### src/include/sac_pkg.sv
// Shared constants and types for the SAR converter control block
package sac_pkg;
  // ==========================================================
  // Channel select codes
  localparam logic [4:0] CH_PIN_LAST = 5'h0f;
  localparam logic [4:0] CH_GND_FIRST = 5'h10;
  localparam logic [4:0] CH_GND_LAST = 5'h15;
  localparam logic [4:0] CH_TEMP = 5'h1a;
  localparam logic [4:0] CH_BANDGAP = 5'h1b;
  localparam logic [4:0] CH_REFH = 5'h1d;
  localparam logic [4:0] CH_REFL = 5'h1e;
  localparam logic [4:0] CH_OFF = 5'h1f;
  // ==========================================================
  // Clock sources and timing
  localparam logic [1:0] CLK_BUS = 2'h0;
  localparam logic [1:0] CLK_BUS_HALF = 2'h1;
  localparam logic [1:0] CLK_ALT = 2'h2;
  localparam logic [1:0] CLK_LOCAL = 2'h3;
  localparam int SAMPLE_TICKS = 4;
  localparam int RESULT_BITS = 10;
  localparam logic [9:0] RESULT_RESET = 10'h000;
  // ==========================================================
  // Types
  typedef enum logic [2:0] {
    SRC_PIN = 3'b000, SRC_GND = 3'b001, SRC_TEMP = 3'b010,
    SRC_BANDGAP = 3'b011, SRC_REFH = 3'b100, SRC_REFL = 3'b101,
    SRC_RESERVED = 3'b110, SRC_OFF = 3'b111
  } sac_src_t;
  typedef enum logic [1:0] {
    ST_IDLE = 2'b00, ST_SAMPLE = 2'b01, ST_CONVERT = 2'b10
  } sac_state_t;
endpackage

### src/design/sac_adc_ctrl.sv
// Control logic of a 10-bit successive-approximation converter
`timescale 1ns/1ps
// Behaviour
// - Codes 0-15 route pins, 16-21 ground, reserved codes flag undefined.
// - 29 high ref, 30 low ref, 28 reserved, 31 turns converter off.
// - 26 connects temperature sensor, 27 bandgap reference.
// - Conversion clock from bus, bus half, local async or alternate.
// - Alternate clock input is the external reference clock output.
// - Selected source divided by the divide select field.
// - Alternate clock usable in wait, never in stop.
// - Enabled hardware trigger starts a conversion on counter overflow.
// - Trigger works regardless of the counter's interrupt enable.
// - Trigger path works in run, wait and stop3.
// - Ten-bit linear successive approximation per sample.
// - Result right-justified in 10-bit or 8-bit form.
// - Single and continuous modes; single returns to idle.
// - Optional compare, less-than or greater-equal, may raise interrupt.
// - Conversion-complete flag with enabled interrupt request.
// - Control write aborts; restarts only if trigger disabled and channel not all ones.
// - Flag clears on control write or low read; compare gates set.
// - Continuous keeps converting after a start; else one per start.
// - All-ones channel powers off, stops continuous, no extra conversion.
module sac_adc_ctrl
  import sac_pkg::*;
#(
  parameter int SAMPLE_LEN = SAMPLE_TICKS
)
(
  // Clock and reset
  input wire logic clock,
  input wire logic rst,
  // Control register write and its fields
  input wire logic ctrlWrite,
  input wire logic [4:0] channelSelect,
  input wire logic continuousModeEnable,
  input wire logic convIrqEnable,
  input wire logic hwTriggerEnable,
  input wire logic compareFunctionEnable,
  input wire logic compareGreaterEqual,
  input wire logic [9:0] compareValue,
  input wire logic mode8Bit,
  input wire logic resultLowByteRead,
  // Clock configuration and power modes
  input wire logic [1:0] clockSelect,
  input wire logic [1:0] clockDivideSelect,
  input wire logic localAsyncConvClock,
  input wire logic extReferenceClockOut,
  input wire logic stopMode,
  // Trigger and analog front end
  input wire logic hwTriggerInput,
  input wire logic comparatorHigh,
  // Front end control
  output logic [2:0] sourceKind,
  output logic [3:0] pinSelect,
  output logic converterPowered,
  output logic sampleEnable,
  output logic [9:0] trialCode,
  // Status
  output logic [9:0] result,
  output logic resultUndefined,
  output logic conversionDoneFlag,
  output logic convIrq,
  output logic convActive
);
  // ==========================================================
  // Channel decode
  function automatic sac_src_t decodeChannel(input logic [4:0] ch);
    if (ch <= CH_PIN_LAST)
      return SRC_PIN;
    if (ch >= CH_GND_FIRST && ch <= CH_GND_LAST)
      return SRC_GND;
    if (ch == CH_TEMP)
      return SRC_TEMP;
    if (ch == CH_BANDGAP)
      return SRC_BANDGAP;
    if (ch == CH_REFH)
      return SRC_REFH;
    if (ch == CH_REFL)
      return SRC_REFL;
    if (ch == CH_OFF)
      return SRC_OFF;
    return SRC_RESERVED;
  endfunction

  sac_state_t stateReg;
  logic convTick;
  logic trigSync1, trigSync2, trigSync3;
  logic trigEvent, swStart, startConv, lastBit, done;
  logic contReg, chanReservedReg;
  logic [3:0] bitIdxReg;
  logic [3:0] sampleCntReg;
  logic [9:0] sarValue, finalCode, formatted;
  logic cmpTrue;

  // ==========================================================
  // Conversion clock
  // alternate input is external reference clock
  sac_clk_div u_clk_div (
    .clock(clock),
    .rst(rst),
    .clockSelect(clockSelect),
    .clockDivideSelect(clockDivideSelect),
    .localAsyncTick(localAsyncConvClock),
    .altClockTick(extReferenceClockOut),
    .stopMode(stopMode),
    .convTick(convTick)
  );

  // ==========================================================
  // Hardware trigger; no mode or counter irq gating here
  // two-flop synchroniser and edge
  always_ff @(posedge clock or posedge rst)
    if (rst)
    begin
      trigSync1 <= 1'b0;
      trigSync2 <= 1'b0;
      trigSync3 <= 1'b0;
    end
    else
    begin
      trigSync1 <= hwTriggerInput;
      trigSync2 <= trigSync1;
      trigSync3 <= trigSync2;
    end

  assign trigEvent = hwTriggerEnable & trigSync2 & ~trigSync3
                     & (stateReg == ST_IDLE)
                     & (channelSelect != CH_OFF);
  assign swStart = ctrlWrite & (channelSelect != CH_OFF)
                   & ~hwTriggerEnable;
  assign startConv = swStart | (trigEvent & ~ctrlWrite);
  assign lastBit = (stateReg == ST_CONVERT) && convTick
                   && bitIdxReg == 4'h0;
  assign done = lastBit & ~ctrlWrite;

  // ==========================================================
  // Sequencer
  // one bit per conversion clock, MSB first
  always_comb
  begin
    sarValue = trialCode;
    if (!comparatorHigh)
      sarValue[bitIdxReg] = 1'b0;
    finalCode = sarValue;
  end

  always_ff @(posedge clock or posedge rst)
    if (rst)
    begin
      stateReg <= ST_IDLE;
      bitIdxReg <= 4'h0;
      sampleCntReg <= 4'h0;
      trialCode <= RESULT_RESET;
      sampleEnable <= 1'b0;
    end
    else if (ctrlWrite && !swStart)
    begin
      stateReg <= ST_IDLE;
      sampleEnable <= 1'b0;
    end
    else if (startConv || (done && contReg))
    begin
      stateReg <= ST_SAMPLE;
      sampleCntReg <= 4'(SAMPLE_LEN - 1);
      sampleEnable <= 1'b1;
    end
    else
    begin
      case (stateReg)
        ST_IDLE: sampleEnable <= 1'b0;
        ST_SAMPLE:
          if (convTick)
          begin
            if (sampleCntReg == 4'h0)
            begin
              stateReg <= ST_CONVERT;
              sampleEnable <= 1'b0;
              bitIdxReg <= 4'(RESULT_BITS - 1);
              trialCode <= 10'h200;
            end
            else
              sampleCntReg <= sampleCntReg - 4'h1;
          end
        ST_CONVERT:
          if (convTick)
          begin
            if (bitIdxReg == 4'h0)
              stateReg <= ST_IDLE;
            else
            begin
              trialCode <= sarValue | (10'h001 << (bitIdxReg - 4'h1));
              bitIdxReg <= bitIdxReg - 4'h1;
            end
          end
        default: stateReg <= ST_IDLE;
      endcase
    end

  // ==========================================================
  // Mode and channel capture
  always_ff @(posedge clock or posedge rst)
    if (rst)
    begin
      contReg <= 1'b0;
      sourceKind <= SRC_OFF;
      pinSelect <= 4'h0;
      converterPowered <= 1'b0;
      chanReservedReg <= 1'b0;
    end
    else if (ctrlWrite)
    begin
      contReg <= continuousModeEnable && channelSelect != CH_OFF;
      sourceKind <= decodeChannel(channelSelect);
      pinSelect <= channelSelect[3:0];
      converterPowered <= channelSelect != CH_OFF;
      chanReservedReg <= decodeChannel(channelSelect) == SRC_RESERVED;
    end

  // ==========================================================
  // Result, compare and flag
  // right-justified 10 or 8 bits
  assign formatted = mode8Bit ? {2'b00, finalCode[9:2]} : finalCode;
  assign cmpTrue = compareGreaterEqual ? (formatted >= compareValue)
                                       : (formatted < compareValue);

  always_ff @(posedge clock or posedge rst)
    if (rst)
    begin
      result <= RESULT_RESET;
      resultUndefined <= 1'b0;
      conversionDoneFlag <= 1'b0;
      convIrq <= 1'b0;
      convActive <= 1'b0;
    end
    else
    begin
      convActive <= startConv || (done && contReg)
                    || (stateReg != ST_IDLE && !done
                        && !(ctrlWrite && !swStart));
      // compare gates the set; set beats a read
      if (done && (!compareFunctionEnable || cmpTrue))
      begin
        result <= formatted;
        resultUndefined <= chanReservedReg;
        conversionDoneFlag <= 1'b1;
        convIrq <= convIrqEnable;
      end
      else if (ctrlWrite || resultLowByteRead)
      begin
        conversionDoneFlag <= 1'b0;
        convIrq <= 1'b0;
      end
      else
        convIrq <= conversionDoneFlag & convIrqEnable;
    end
endmodule // sac_adc_ctrl

### src/design/sac_clk_div.sv
// Conversion clock source select and divider producing an enable pulse
`timescale 1ns/1ps
module sac_clk_div
  import sac_pkg::*;
(
  // Clock and reset
  input wire logic clock,
  input wire logic rst,
  // Source selection
  input wire logic [1:0] clockSelect,
  input wire logic [1:0] clockDivideSelect,
  input wire logic localAsyncTick,
  input wire logic altClockTick,
  input wire logic stopMode,
  // Conversion clock enable
  output logic convTick
);
  logic halfReg;
  logic [2:0] divCountReg;
  logic srcTick;
  logic [2:0] divLast;

  always_ff @(posedge clock or posedge rst)
    if (rst)
      halfReg <= 1'b0;
    else
      halfReg <= ~halfReg;

  always_comb
  begin
    case (clockSelect)
      CLK_BUS: srcTick = 1'b1;
      CLK_BUS_HALF: srcTick = halfReg;
      CLK_ALT: srcTick = altClockTick & ~stopMode;
      CLK_LOCAL: srcTick = localAsyncTick;
      default: srcTick = 1'b0;
    endcase
  end

  // divide by 1, 2, 4 or 8
  assign divLast = 3'((4'd1 << clockDivideSelect) - 4'd1);

  always_ff @(posedge clock or posedge rst)
    if (rst)
    begin
      divCountReg <= 3'h0;
      convTick <= 1'b0;
    end
    else
    begin
      convTick <= 1'b0;
      if (srcTick)
      begin
        if (divCountReg >= divLast)
        begin
          divCountReg <= 3'h0;
          convTick <= 1'b1;
        end
        else
          divCountReg <= divCountReg + 3'h1;
      end
    end
endmodule // sac_clk_div

### config.mk
export PLATFORM = sky130hd
export DESIGN_NAME = sac_adc_ctrl
export DESIGN_NICKNAME = d
export VERILOG_FILES = /design/src/include/sac_pkg.sv /design/src/design/sac_adc_ctrl.sv /design/src/design/sac_clk_div.sv
export SDC_FILE = /design/constraint.sdc
export NUM_CORES = 1
export LEC_CHECK = 0
export BUFFER_PORTS_ARGS = -buffer_cell sky130_fd_sc_hd__buf_2
export CAP_MARGIN = 25
export CORE_MARGIN = 2
export CORE_UTILIZATION = 50
export CTS_CLUSTER_DIAMETER = 200
export DETAILED_ROUTE_END_ITERATION = 16
export PLACE_DENSITY = 0.85
export SLEW_MARGIN = 20
export SYNTH_ARGS = -nofsm -noshare
export SYNTH_HDL_FRONTEND = slang
export SYNTH_SLANG_ARGS = --single-unit
### constraint.sdc
create_clock -name clock -period 4 [get_ports clock]
set_input_delay 0.2 -clock clock [delete_from_list [all_inputs] [get_ports clock]]
set_output_delay 0.2 -clock clock [all_outputs]
set_load 0.05 [all_outputs]
==> impl_metrics.csv <==
group,metric,value,unit
logic_synthesis,seq_area_frac_synth,0.4077,
sta,worst_slew_margin_rel,0.5488,
grt,grt_remaining_overflow,0,
clock_tree,ctsHtreeMaxLevel,2,
clock_tree,worst_setup_hold_path_clk_slew,0.10,ns
detailed_routing,route.antenna.remaining_nets,0,
clock_tree,cts_tree,"built",
placement,portBuffers,66,
grt,grt_pass1_wl,12680,µm
sta,fmax,276.3,MHz
pwr,static_power_due_to_leakage,0.001872,µW
setup_path,endpoint_kind,"flip-flop",
logic_synthesis,synth_seq_cells,53,
grt,groute.usage.overall,0.2177,
min_path,worst_hold_path_type,"primary input to asynchronous set/reset pin",
sta,setup_repair_after_global_routing_missed_its_margin,"false",
floorplanning,ios,67,
floorplanning,initial_core_util,0.5166,
sta,slew_violations,0,
floorplanning,design.die.area,7186,µm²
sta,final.period_utilization,0.9048,
clock_tree,clkSinkCount,53,
clock_tree,cts.repair.resized,0,
logic_synthesis,ys_async_sr_fraction,1.000,
detailed_routing,detail_route.wl_per_cell,15.48,µm
floorplanning,die_w,84.77,µm
sta,final-setup-viol-count,0,
clock_tree,cts_max_path_buffers,2,
logic_synthesis,synth-edff-count,0,
clock_tree,clock_insertion_delay_worst_skew,0.32,ns
placement,finalWeightedCongestion,0.9442,
logic_synthesis,syn-instance-count,337,
clock_tree,cts_root_cell,"sky130_fd_sc_hd__clkbuf_8",
detailed_routing,route.final.wire_length,7414,µm
floorplanning,die_outline_height,84.77,µm
pwr,peakVddDrop,399.6,µV
detailed_routing,dr.first_iter.drc_count,145,
sta,max_slew.worst_pin.slew,0.6768,ns
sta,layout_min_cycle_time,3.619,ns
sta,postLayoutSetupSlackWorst,0.3809,ns
final_layout,finalNonFillerCells,479,
logic_synthesis,synth_top_area_frac,0.3836,
setup_path,path_class,"flip-flop to flip-flop",
logic_synthesis,number_of_warnings_printed_during_yosys_synthesis,0,
logic_synthesis,syn-cell-area,3262,µm²
logic_synthesis,synth_cell_types,59,
setup_path,worst-r2r-cell-count,12,
pwr,pwr_density_cell,446.9,nW/µm²
logic_synthesis,post_synthesis_net_count,398,
final_layout,drive_above_1_share,0.2711,
pwr,power,1673,µW
floorplanning,placement_rows,29,
placement,placedCellCount,470,
setup_path,cp.required,4.21,ns
setup_path,r2r_slack,0.38,ns
run,cap_viol_max_count,0,
grt,grt_start_max_net_pins,54,
floorplanning,coreArea,6314,µm²
outcome,status,"finished clean",
sta,final.hold.worst_slack,0.03918,ns
logic_synthesis,yosys-top-cells-area,"sky130_fd_sc_hd__dfrtp_1 (38%), sky130_fd_sc_hd__ha_1 (10%), sky130_fd_sc_hd__o21ai_0 (4.8%)",
final_layout,insertedDiodeCount,0,
detailed_routing,via_count,2759,
setup_path,timing.critical_path.fanout_max,9,
grt,via_count_of_the_first_global_routing_pass,2745,
setup_path,timing.critical_path.arrival,3.83,ns
detailed_routing,post_drt_via_cell_ratio,5.760,
logic_synthesis,avgSynthCellArea,9.679,µm²
grt,grt_antenna_before_repair,0,
logic_synthesis,synth_top_flop_cell,"sky130_fd_sc_hd__dfrtp_1",
logic_synthesis,yosysMostFrequentCell,"sky130_fd_sc_hd__dfrtp_1",
clock_tree,cts_buffers,5,
logic_synthesis,post_synth_most_frequent_cells,"sky130_fd_sc_hd__dfrtp_1 (50), sky130_fd_sc_hd__inv_1 (36), sky130_fd_sc_hd__o21ai_0 (31), sky130_fd_sc_hd__ha_1 (27), sky130_fd_sc_hd__nor2_1 (20)",
sta,tns,0,ns
placement,dp.final_hpwl,5572,µm
detailed_routing,drcViolationCount,0,
sta,clock_skew,0.01796,ns
detailed_routing,firstDrtPassIters,4,
logic_synthesis,synthDominantAreaCellType,"sky130_fd_sc_hd__dfrtp_1",
sta,finalHoldViolations,0,
setup_path,critical_path.startpoint_type,"flip-flop",
final_layout,nNetsFinal,462,
final_layout,flow.area_growth_from_synthesis,14.81,%
placement,place_ws,0.4118,ns
## state kept, by name, indices dropped and copies added (netlist names), 2 cells and up
| name | cells |
|---|---|
| bitIdxReg | 4 |
| pinSelect | 4 |
| result | 10 |
| sampleCntReg | 4 |
| sourceKind | 3 |
| stateReg | 2 |
| trialCode | 10 |
| u_clk_div.divCountReg | 3 |
## timing repair
action	CTS	global route
endpoints found under the hold margin	1	0
setup buffers	0	0
hold buffers	1	0
## stage by stage
stage                     utilization  cell area, µm²
after floorplan                     -            3262
after global placement         0.5759            3636
after detailed placement       0.5759            3636
after CTS                      0.5931            3745
after global routing           0.5931            3745
final                          0.5931            3745
## worst paths after layout
check / start / end
setup / recovery: bitIdxReg[1] / result[1]
hold / removal: rst / pinSelect[0]
setup reg to reg: bitIdxReg[1] / result[1]
hold reg to reg: trigSync1 / trigSync2
max in group asynchronous: rst / trialCode[1]
min in group clock: convIrqEnable / convIrq
## critical path, cell delays in order (launching register included)
cell	delay [ns]
sky130_fd_sc_hd__dfrtp_1	0.46
sky130_fd_sc_hd__inv_1	0.15
sky130_fd_sc_hd__ha_1	0.16
sky130_fd_sc_hd__nand2b_1	0.09
sky130_fd_sc_hd__o21ai_0	0.39
sky130_fd_sc_hd__mux2i_1	0.18
sky130_fd_sc_hd__ha_1	0.34
sky130_fd_sc_hd__a211oi_1	0.23
sky130_fd_sc_hd__nor2_1	0.09
sky130_fd_sc_hd__a2111oi_2	0.41
sky130_fd_sc_hd__mux2i_2	0.42
sky130_fd_sc_hd__buf_4	0.28
sky130_fd_sc_hd__mux2_4	0.32
## power breakdown
group | total, µW | switching [µW] | internal (µW) | leakage [µW]
registers | 673 | 62.7 | 610 | 0.000668
clock network | 341 | 198 | 143 | 0.0000478
logic | 660 | 440 | 220 | 0.00116
## logic make-up after synthesis
logic type / synth area share
AO/OA/AOI/OAI: 0.2029
AND/OR/NAND/NOR: 0.1254
flip-flops: 0.4077
buffers and inverters: 0.06904
adder cells (fa/ha/maj): 0.1036
multiplexers: 0.08861
XOR/XNOR: 0.002686
## final cells by class
type	instances	area, µm²
fillers	535	2569
multi-input cells	232	1707
flip-flops and latches	53	1330
repair buffers	71	370.4
inverters	38	142.6
well taps	77	96.34
clock buffers	6	82.58
clock inverters	2	16.27
## metal layers
metal	vias up	part of all wire	track usage
li1	1321	-	-
met1	1334	0.45	0.2852
met2	88	0.48	0.3615
met3	16	0.054	0.04130
met4	0	0.022	0.07648
met5	-	0	0
## placed cells by master (no fill, tap or decap), types with 2 or more instances in the layout
cell                        netlist  layout
sky130_fd_sc_hd__nor3b_1          3       3
sky130_fd_sc_hd__nand3_1          7       7
sky130_fd_sc_hd__or3_1            3       3
sky130_fd_sc_hd__o2bb2ai_1        2       2
sky130_fd_sc_hd__inv_1           36      35
sky130_fd_sc_hd__a21oi_1         14      14
sky130_fd_sc_hd__buf_2            2      66
sky130_fd_sc_hd__o31ai_1         15      15
sky130_fd_sc_hd__a31oi_1          6       6
sky130_fd_sc_hd__clkbuf_8         0       6
sky130_fd_sc_hd__mux2_4           7       7
sky130_fd_sc_hd__nand2b_1         7       7
sky130_fd_sc_hd__a211oi_1         3       3
sky130_fd_sc_hd__buf_4            1       4
sky130_fd_sc_hd__a41oi_1          2       2
sky130_fd_sc_hd__mux2i_1          8       8
sky130_fd_sc_hd__o21a_1           2       2
sky130_fd_sc_hd__nand4_1          2       2
sky130_fd_sc_hd__dfrtp_1         50      50
sky130_fd_sc_hd__dfstp_2          3       3
sky130_fd_sc_hd__a21o_1           3       3
sky130_fd_sc_hd__nor2_1          20      20
sky130_fd_sc_hd__inv_2            1       2
sky130_fd_sc_hd__ha_1            27      27
sky130_fd_sc_hd__or2_2            6       6
sky130_fd_sc_hd__o22ai_1          2       2
sky130_fd_sc_hd__mux2_2           8       8
sky130_fd_sc_hd__o32ai_1          2       2
sky130_fd_sc_hd__nand2_1         19      19
sky130_fd_sc_hd__a21boi_0         2       2
sky130_fd_sc_hd__nor3_1           3       3
sky130_fd_sc_hd__o211ai_1         2       2
sky130_fd_sc_hd__a22oi_1          4       4
sky130_fd_sc_hd__o21ai_0         31      31
Power figures use the tool's default switching activity.
